==> src/hdl/alr_consts.vh <==
`ifndef ALR_CONSTS_VH
`define ALR_CONSTS_VH
// Register offsets of the plain register port
`define ALR_ADDR_W 4
`define ALR_OFS_ADV 4'h0
`define ALR_OFS_PARTNER 4'h1
`define ALR_OFS_RESULT 4'h2
`define ALR_OFS_CTRL 4'h3
`define ALR_OFS_IRQ_STAT 4'h4
`define ALR_OFS_IRQ_MASK 4'h5
// Advertisement register fields
`define ALR_ADV_LEADER 0
`define ALR_ADV_FORCED 1
`define ALR_ADV_HI_ABLE 2
`define ALR_ADV_HI_REQ 3
`define ALR_ADV_LOCAL_CAP 4
// Result register fields
`define ALR_RES_ROLE_LSB 0
`define ALR_RES_ROLE_MSB 1
`define ALR_RES_AMP 2
`define ALR_RES_DONE 3
`define ALR_RES_FAIL 4
`define ALR_RES_LINK 5
// Role result codes
`define ALR_ROLE_NONE 2'h0
`define ALR_ROLE_LEADER 2'h1
`define ALR_ROLE_FOLLOWER 2'h2
`define ALR_ROLE_FAULT 2'h3
// Control register fields
`define ALR_CTRL_RESTART 0
`define ALR_CTRL_SWRESET 1
// Interrupt bits
`define ALR_IRQ_DONE 0
`define ALR_IRQ_FAULT 1
`define ALR_IRQ_W 2
// LFSR seed and taps
`define ALR_LFSR_SEED 16'hace1
`define ALR_LFSR_TAPS 16'hb400
`endif

==> src/hdl/alr_role_resolution.v <==
`timescale 1ns/1ns
`include "alr_consts.vh"

module alr_role_resolution #(
    parameter LFSR_W = 16
) (
    input wire ref_clk, // System clock
    input wire rst_b, // Asynchronous reset, active low
    input wire high_amplitude_strap, // Strap enabling 2.4V mode
    input wire role_pref_strap, // Strap for leader preference
    input wire [`ALR_ADDR_W-1:0] regAddr, // Register address
    input wire [15:0] regWrData, // Register write data
    input wire regWrStb, // Register write strobe
    input wire regRdStb, // Register read strobe
    input wire partnerValid, // Partner page received, one-cycle pulse
    input wire partner_high_level_ability, // Partner ability bit
    input wire partner_high_level_request, // Partner request bit
    input wire partner_role_forced, // Partner forced role bit
    input wire partner_leader_pref, // Partner leader preference bit
    input wire pageFail, // Other negotiation failure, pulse
    input wire linkDrop, // Link lost, pulse
    output reg [15:0] regRdData, // Read data, cycle after strobe
    output reg amplitude_select, // 1 selects 2.4V transmit level
    output reg [1:0] role_resolution_result, // Role result code
    output reg negotiation_done, // Negotiation complete flag
    output reg linkUp, // Link allowed up
    output reg restartReq, // Restart pulse to page exchange
    output reg irqOut // Level interrupt
);
    // ----------------------------------------------------------
    // Registers
    // ----------------------------------------------------------
    reg adv_leader_pref_reg;
    reg adv_role_forced_reg;
    reg adv_high_level_ability_reg;
    reg adv_high_level_request_reg;
    reg capReg;
    reg strapSeenReg;
    reg [3:0] partnerReg;
    reg failReg;
    reg [`ALR_IRQ_W-1:0] irqStatReg;
    reg [`ALR_IRQ_W-1:0] irqMaskReg;
    reg [LFSR_W-1:0] lfsrReg;
    reg randBitReg;
    reg swResetReg;
    reg failSeenReg;

    wire local_high_level_capable;
    wire adv_ability_low_word_hi;
    reg [1:0] roleNext;
    reg ampNext;
    reg [15:0] rdNext;
    wire [`ALR_IRQ_W-1:0] irqEvent;
    wire ctrlWrite;
    wire maskWrite;
    wire statRead;
    wire roleFault;
    wire clearNeg;
    wire strapLoad;

    assign local_high_level_capable = capReg;

    // ----------------------------------------------------------
    // Functions
    // ----------------------------------------------------------
    // Role resolution per partner and local advertisement
    function [1:0] resolveRole;
        input lf;
        input lm;
        input rf;
        input rm;
        input rnd;
        begin
            if (lf && rf) begin
                if (lm == rm) begin
                    resolveRole = `ALR_ROLE_FAULT;
                end else begin
                    resolveRole = lm ? `ALR_ROLE_LEADER : `ALR_ROLE_FOLLOWER;
                end
            end else if (lf) begin
                resolveRole = lm ? `ALR_ROLE_LEADER : `ALR_ROLE_FOLLOWER;
            end else if (rf) begin
                resolveRole = rm ? `ALR_ROLE_FOLLOWER : `ALR_ROLE_LEADER;
            end else if (lm == rm) begin
                resolveRole = rnd ? `ALR_ROLE_LEADER : `ALR_ROLE_FOLLOWER;
            end else begin
                resolveRole = lm ? `ALR_ROLE_LEADER : `ALR_ROLE_FOLLOWER;
            end
        end
    endfunction

    // Transmit level: both able and any request gives 2.4V
    function ampResolve;
        input la;
        input lr;
        input ra;
        input rr;
        begin
            ampResolve = la & ra & (lr | rr);
        end
    endfunction

    // Strobe qualified by one register offset
    function addrHit;
        input stb;
        input [`ALR_ADDR_W-1:0] addr;
        input [`ALR_ADDR_W-1:0] ofs;
        begin
            addrHit = stb && (addr == ofs);
        end
    endfunction

    // ----------------------------------------------------------
    // Resolution logic
    // ----------------------------------------------------------
    // Combinational level and role from the local advertisement and the live partner lines
    always @* begin
        // Both able and any request gives 2.4V, else 1.0V
        ampNext = ampResolve(adv_high_level_ability_reg, adv_high_level_request_reg,
            partner_high_level_ability, partner_high_level_request);
        roleNext = resolveRole(adv_role_forced_reg, adv_leader_pref_reg,
            partner_role_forced, partner_leader_pref, randBitReg);
    end

    // Register strobes decoded once per offset
    assign ctrlWrite = addrHit(regWrStb, regAddr, `ALR_OFS_CTRL);
    assign maskWrite = addrHit(regWrStb, regAddr, `ALR_OFS_IRQ_MASK);
    assign statRead = addrHit(regRdStb, regAddr, `ALR_OFS_IRQ_STAT);
    assign adv_ability_low_word_hi = addrHit(regWrStb, regAddr, `ALR_OFS_ADV);

    // Fault code, clear condition and strap load shared by several flops
    assign roleFault = (roleNext == `ALR_ROLE_FAULT);
    assign clearNeg = !pageFail && (restartReq || linkDrop);
    assign strapLoad = !strapSeenReg || swResetReg;

    // Events that set the sticky status bits
    assign irqEvent[`ALR_IRQ_DONE] = partnerValid;
    assign irqEvent[`ALR_IRQ_FAULT] = partnerValid && roleFault;

    // ----------------------------------------------------------
    // Random source
    // ----------------------------------------------------------
    // Free-running LFSR, seeded away from the all-zero lock-up state
    always @(posedge ref_clk or negedge rst_b) begin
        if (!rst_b) begin
            lfsrReg <= `ALR_LFSR_SEED;
        end else begin
            lfsrReg <= {lfsrReg[LFSR_W-2:0], ^(lfsrReg & `ALR_LFSR_TAPS)};
        end
    end

    // One random bit taken per negotiation attempt
    always @(posedge ref_clk or negedge rst_b) begin
        if (!rst_b) begin
            randBitReg <= 1'b0;
        end else if (restartReq) begin
            randBitReg <= lfsrReg[0];
        end
    end

    // ----------------------------------------------------------
    // Straps and advertisement
    // ----------------------------------------------------------
    // Strap capture flag and read-only capability bit
    always @(posedge ref_clk or negedge rst_b) begin
        if (!rst_b) begin
            strapSeenReg <= 1'b0;
            capReg <= 1'b0;
        end else if (strapLoad) begin
            strapSeenReg <= 1'b1;
            capReg <= high_amplitude_strap;
        end
    end

    // Advertisement bits, loaded from straps after any reset, except the forced bit, which is cleared
    always @(posedge ref_clk or negedge rst_b) begin
        if (!rst_b) begin
            adv_leader_pref_reg <= 1'b0;
            adv_role_forced_reg <= 1'b0;
            adv_high_level_ability_reg <= 1'b0;
            adv_high_level_request_reg <= 1'b0;
        end else if (strapLoad) begin
            adv_leader_pref_reg <= role_pref_strap;
            adv_role_forced_reg <= 1'b0;
            adv_high_level_ability_reg <= high_amplitude_strap;
            adv_high_level_request_reg <= high_amplitude_strap;
        end else if (adv_ability_low_word_hi) begin
            adv_leader_pref_reg <= regWrData[`ALR_ADV_LEADER];
            adv_role_forced_reg <= regWrData[`ALR_ADV_FORCED];
            if (capReg) begin
                adv_high_level_ability_reg <= regWrData[`ALR_ADV_HI_ABLE];
                adv_high_level_request_reg <= regWrData[`ALR_ADV_HI_REQ];
            end
        end
    end

    // ----------------------------------------------------------
    // Negotiation control
    // ----------------------------------------------------------
    // Restart and software reset pulses from the control register
    always @(posedge ref_clk or negedge rst_b) begin
        if (!rst_b) begin
            restartReq <= 1'b0;
            swResetReg <= 1'b0;
        end else begin
            restartReq <= ctrlWrite && (regWrData[`ALR_CTRL_RESTART] || regWrData[`ALR_CTRL_SWRESET]);
            swResetReg <= ctrlWrite && regWrData[`ALR_CTRL_SWRESET];
        end
    end

    // Partner page bits, kept until the next page
    always @(posedge ref_clk or negedge rst_b) begin
        if (!rst_b) begin
            partnerReg <= 4'h0;
        end else if (partnerValid) begin
            partnerReg <= {partner_high_level_ability, partner_high_level_request,
                partner_role_forced, partner_leader_pref};
        end
    end

    // Completion flag, cleared by restart or link loss unless pageFail comes in the same cycle
    always @(posedge ref_clk or negedge rst_b) begin
        if (!rst_b) begin
            negotiation_done <= 1'b0;
        end else if (partnerValid) begin
            negotiation_done <= 1'b1;
        end else if (clearNeg) begin
            negotiation_done <= 1'b0;
        end
    end

    // Role result code, valid while the completion flag is set
    always @(posedge ref_clk or negedge rst_b) begin
        if (!rst_b) begin
            role_resolution_result <= `ALR_ROLE_NONE;
        end else if (partnerValid) begin
            role_resolution_result <= roleNext;
        end else if (clearNeg) begin
            role_resolution_result <= `ALR_ROLE_NONE;
        end
    end

    // Failure flag for a role fault or a failed page exchange
    always @(posedge ref_clk or negedge rst_b) begin
        if (!rst_b) begin
            failReg <= 1'b0;
        end else if (partnerValid) begin
            failReg <= roleFault;
        end else if (pageFail) begin
            failReg <= 1'b1;
        end
    end

    // Failure memory; only a restart lets a later page bring the link up
    always @(posedge ref_clk or negedge rst_b) begin
        if (!rst_b) begin
            failSeenReg <= 1'b0;
        end else if (restartReq) begin
            failSeenReg <= 1'b0;
        end else if (pageFail || (partnerValid && roleFault)) begin
            failSeenReg <= 1'b1;
        end
    end

    // Link stays down after a failure until a clean completion that follows a restart
    always @(posedge ref_clk or negedge rst_b) begin
        if (!rst_b) begin
            linkUp <= 1'b0;
        end else if (partnerValid) begin
            linkUp <= !roleFault && !failSeenReg;
        end else if (pageFail || restartReq || linkDrop) begin
            linkUp <= 1'b0;
        end
    end

    // Transmit level, held until the next clean completion
    always @(posedge ref_clk or negedge rst_b) begin
        if (!rst_b) begin
            amplitude_select <= 1'b0;
        end else if (partnerValid && !roleFault) begin
            amplitude_select <= capReg & ampNext;
        end
    end

    // ----------------------------------------------------------
    // Interrupts
    // ----------------------------------------------------------
    // Sticky status, set wins over read clear
    always @(posedge ref_clk or negedge rst_b) begin
        if (!rst_b) begin
            irqStatReg <= {`ALR_IRQ_W{1'b0}};
        end else if (statRead) begin
            irqStatReg <= irqEvent;
        end else begin
            irqStatReg <= irqStatReg | irqEvent;
        end
    end

    // Mask register written by software
    always @(posedge ref_clk or negedge rst_b) begin
        if (!rst_b) begin
            irqMaskReg <= {`ALR_IRQ_W{1'b0}};
        end else if (maskWrite) begin
            irqMaskReg <= regWrData[`ALR_IRQ_W-1:0];
        end
    end

    // Level output, dropping bits that a status read is clearing
    always @(posedge ref_clk or negedge rst_b) begin
        if (!rst_b) begin
            irqOut <= 1'b0;
        end else begin
            irqOut <= |(irqStatReg & irqMaskReg & {`ALR_IRQ_W{!statRead}}) | |(irqEvent & irqMaskReg);
        end
    end

    // ----------------------------------------------------------
    // Register read
    // ----------------------------------------------------------
    // Read mux by address
    always @* begin
        rdNext = 16'h0000;
        if (regAddr == `ALR_OFS_ADV) begin
            rdNext[`ALR_ADV_LEADER] = adv_leader_pref_reg;
            rdNext[`ALR_ADV_FORCED] = adv_role_forced_reg;
            rdNext[`ALR_ADV_HI_ABLE] = adv_high_level_ability_reg;
            rdNext[`ALR_ADV_HI_REQ] = adv_high_level_request_reg;
            rdNext[`ALR_ADV_LOCAL_CAP] = local_high_level_capable;
        end else if (regAddr == `ALR_OFS_PARTNER) begin
            rdNext[3:0] = partnerReg;
        end else if (regAddr == `ALR_OFS_RESULT) begin
            rdNext[`ALR_RES_ROLE_MSB:`ALR_RES_ROLE_LSB] = role_resolution_result;
            rdNext[`ALR_RES_AMP] = amplitude_select;
            rdNext[`ALR_RES_DONE] = negotiation_done;
            rdNext[`ALR_RES_FAIL] = failReg;
            rdNext[`ALR_RES_LINK] = linkUp;
        end else if (regAddr == `ALR_OFS_IRQ_STAT) begin
            rdNext[`ALR_IRQ_W-1:0] = irqStatReg;
        end else if (regAddr == `ALR_OFS_IRQ_MASK) begin
            rdNext[`ALR_IRQ_W-1:0] = irqMaskReg;
        end
    end

    // Read data valid only the cycle after the strobe
    always @(posedge ref_clk or negedge rst_b) begin
        if (!rst_b) begin
            regRdData <= 16'h0000;
        end else if (regRdStb) begin
            regRdData <= rdNext;
        end else begin
            regRdData <= 16'h0000;
        end
    end
endmodule // alr_role_resolution

==> config.mk <==
export PLATFORM = sky130hd
export DESIGN_NAME = alr_role_resolution
export DESIGN_NICKNAME = d
export VERILOG_FILES = /design/src/hdl/alr_role_resolution.v
export VERILOG_INCLUDE_DIRS = /design/src /design/src/hdl
export SDC_FILE = /design/constraint.sdc
export NUM_CORES = 1
export LEC_CHECK = 0
export BUFFER_PORTS_ARGS = -buffer_cell sky130_fd_sc_hd__buf_2
export CORE_MARGIN = 10
export CORE_UTILIZATION = 51
export DETAILED_ROUTE_END_ITERATION = 6
export PLACE_DENSITY = 0.87
export SLEW_MARGIN = 20
export SYNTH_ARGS = -nofsm -noshare
export SYNTH_HDL_FRONTEND = slang
export SYNTH_SLANG_ARGS = --single-unit
==> constraint.sdc <==
create_clock -name ref_clk -period 2.6 [get_ports ref_clk]
set_input_delay 0.13 -clock ref_clk [delete_from_list [all_inputs] [get_ports ref_clk]]
set_output_delay 0.13 -clock ref_clk [all_outputs]
set_load 0.05 [all_outputs]
==> key figures <==
Floorplanning
  – IO Pins: 56
  – Initial Utilization: 54.0%
  – Die H: 83.2 um
  – Die W: 83.2 um
  – Cell row count: 22
  – Core Area: 0.00377 mm^2
  – Die area: 0.00692 mm^2

Setup path
  – Crit path DAT: 2.15 ns
  – Worst Setup Start Kind: register
  – Worst-path fanout max: 5
  – Slowest stage delay, CP: 0.52 ns
  – Worst path cell trace: ha_1 -> and4bb_1 -> a221oi_2 -> or4_1 -> a32o_1
  – Critical Path Sink Type: register
  – CP delay by family, top: simple AND/OR/NAND/NOR gates
  – Setup Crit Path Kind: reg2reg
  – Crit. Startpoint: adv_leader_pref_reg$_DFFE_PN0P_
  – WP buf/inv: 0
  – Crit path max-delay cell type: or4_1
  – CP Depth: 5
  – CP required: 2.80 ns
  – Reg-to-reg startpoint: adv_leader_pref_reg$_DFFE_PN0P_
  – Number of cells on the worst reg-to-reg path: 5

Clock tree
  – Clk_lat worst skew: 0.30 ns
  – CTS Buffer Depth: 2
  – TritonCTS Buffers: 5
  – CTS Sinks: 47
  – CTS H-tree lvls: 2
  – Clock root cell: clkbuf_8
  – Post-CTS Setup Bufs: 0
  – Clock-pin slew on the worst setup and hold paths: 0.09 ns
  – CTS tree: done
  – PostCTS Resize Cnt: 0
  – Cts hold-fix bufs: 0

Placement
  – DP Wirelength: 3110 um
  – Placer's final routability congestion estimate: 0.823
  – Pre-CTS setup slack: 0.662 ns
  – Input/output buffers: 33

Worst hold path
  – Worst Hold Class: in2reg
  – Hold path cells: 3
  – Hold Crit Start: role_pref_strap

Cells and area
  – Leading registers by flop count: lfsrReg: 16 flops, regRdData: 6 flops, partnerReg: 4 flops
  – Fill cells: 296
  – Most common cell after layout, fill and taps aside: dfrtp_1
  – FF+latch area: 0.00119 mm^2
  – Area of the multi-input gates: 758 um^2
  – N_diodes: 0
  – Fraction of layout instances using a drive strength above 1: 30.3%
  – Biggest register: lfsrReg
  – Synth-to-Final Area Change: 13.4%
  – Most frequent cells in the layout: dfrtp_1, buf_2, nand2_1
  – Nets@finish: 235
  – Final design utilization: 61.2%
  – Max reg flops: 16

Logic synthesis
  – Synth Instances: 163
  – Synth unique cells: 52
  – Post-synthesis sequential area ratio: 58.2%
  – Main synth FF type: dfrtp_1
  – Post-Syn Area: 0.00204 mm^2
  – Ys async rst share: 100%
  – Synth warn: 0
  – Syn_area_per_cell: 12.5 um^2
  – Synth Register Bits: 47
  – Post-synth EDFFs: 0

STA
  – Max_slew headroom: 60.1%
  – Final hold vios: 0
  – Final setup skew: 0.00924 ns
  – Final setup vio count: 0
  – Final min period: 1.95 ns
  – Max Clk Rate: 514 MHz
  – Worst slew pin tran: 0.596 ns
  – RSZ-0062 raised after global routing: no
  – Setup_tns: 0 ns
  – Max-slew violations: 0
  – Final WS setup: 0.653 ns
  – Crit share post-route: 74.9%

Routing
  – Residual DRC: 0
  – Drt wl/cell: 16.6 um
  – Total number of vias: 1335
  – TritonRoute pass-1 iters: 4
  – Final WL: 4130 um
  – DRT iter0 DRCs: 95
  – Routed Antenna Nets: 0
  – Via density per instance: 5.36

GRT
  – Largest net degree at the start of global routing: 48
  – GRT Util Overall: 11.7%
  – Vias in the first global route: 1333
  – First-pass GRT wire length: 6590 um
  – GRT overflow: 0
  – Initial antenna violation count: 0

Outcome
  – Outcome: completed

Power and ir drop
  – Leak: 1.11 nW
  – Peak supply drop: 0.000474 V
  – PD cells: 634 mW/mm^2

Flow run
  – Maxcap violations: 0
## logic make-up after synthesis
logic type / Yosys count / share of synthesized area [%]
AND/OR/NAND/NOR: 48 / 13.9
flip-flops: 47 / 58.2
AO/OA/AOI/OAI: 30 / 11.9
buffers and inverters: 19 / 6.20
multiplexers: 12 / 6.94
XOR/XNOR: 3 / 1.29
adder cells (fa/ha/maj): 2 / 1.23
other: 2 / 0.369
## power breakdown
| group | internal (mW) | switching [mW] | total (mW) |
|---|---|---|---|
| Clock | 0.193 | 0.250 | 0.442 |
| Combinational | 0.0701 | 0.157 | 0.227 |
| Sequential | 0.768 | 0.0270 | 0.795 |
| Total | 1.03 | 0.434 | 1.46 |
## per-layer routing
layer,routed length [um],GRT usage (%),up-vias
li1,-,-,628
met3,273,4.88,7
met1,1790,13.7,657
met5,0,0,-
met2,2000,18.6,43
met4,61,4.62,0
## through the flow
stage          total power [mW]  area [um^2]  hold WS, ns  cells
3_5_place_dp               1.03         2190        0.340    239
6_report                   1.46         2310       0.0395    249
2_1_floorplan             0.971         2070       -0.166    172
4_1_cts                    1.47         2280       0.0151    247
3_3_place_gp               1.02         2190        0.329    239
5_1_grt                    1.53         2310       0.0659    249
## Yosys cell counts (3+ instances only)
cell type / number / share of area (%)
a21o_1: 3 / 1.1
a21oi_1: 5 / 1.2
buf_4: 10 / 3.7
dfrtp_1: 39 / 48
dfstp_2: 8 / 10
inv_1: 5 / 0.92
mux2_1: 3 / 1.7
mux2_2: 4 / 2.2
mux2i_1: 4 / 2.0
nand2_1: 16 / 2.9
nand3_1: 4 / 0.98
nor2_1: 4 / 0.74
nor2b_1: 6 / 1.8
## final timing paths
check,to,slack (ns)
setup / recovery,linkUp$_DFFE_PN0P_,0.65
hold / removal,adv_leader_pref_reg$_DFFE_PN0P_,0.04
setup reg to reg,linkUp$_DFFE_PN0P_,0.65
hold reg to reg,lfsrReg[6]$_DFF_PN1_,0.36
max in group asynchronous,lfsrReg[0]$_DFF_PN1_,1.80
min in group asynchronous,lfsrReg[3]$_DFF_PN0_,0.26
## tightest hold or removal path: cells and delay by family
kind / cells / cell delay (ns)
buffers and inverters: 1 / 0.07
AO/OA/AOI/OAI: 1 / 0.06
AND/OR/NAND/NOR: 1 / 0.04
## final cells by class
class | instances | share of cell area [%]
clock inverters | 3 | 0.975
flip-flops and latches | 47 | 51.4
repair buffers | 35 | 8.45
well taps | 48 | 2.60
clock buffers | 5 | 2.98
multi-input cells | 106 | 32.8
inverters | 5 | 0.813
(Power assumes the default switching activity.)
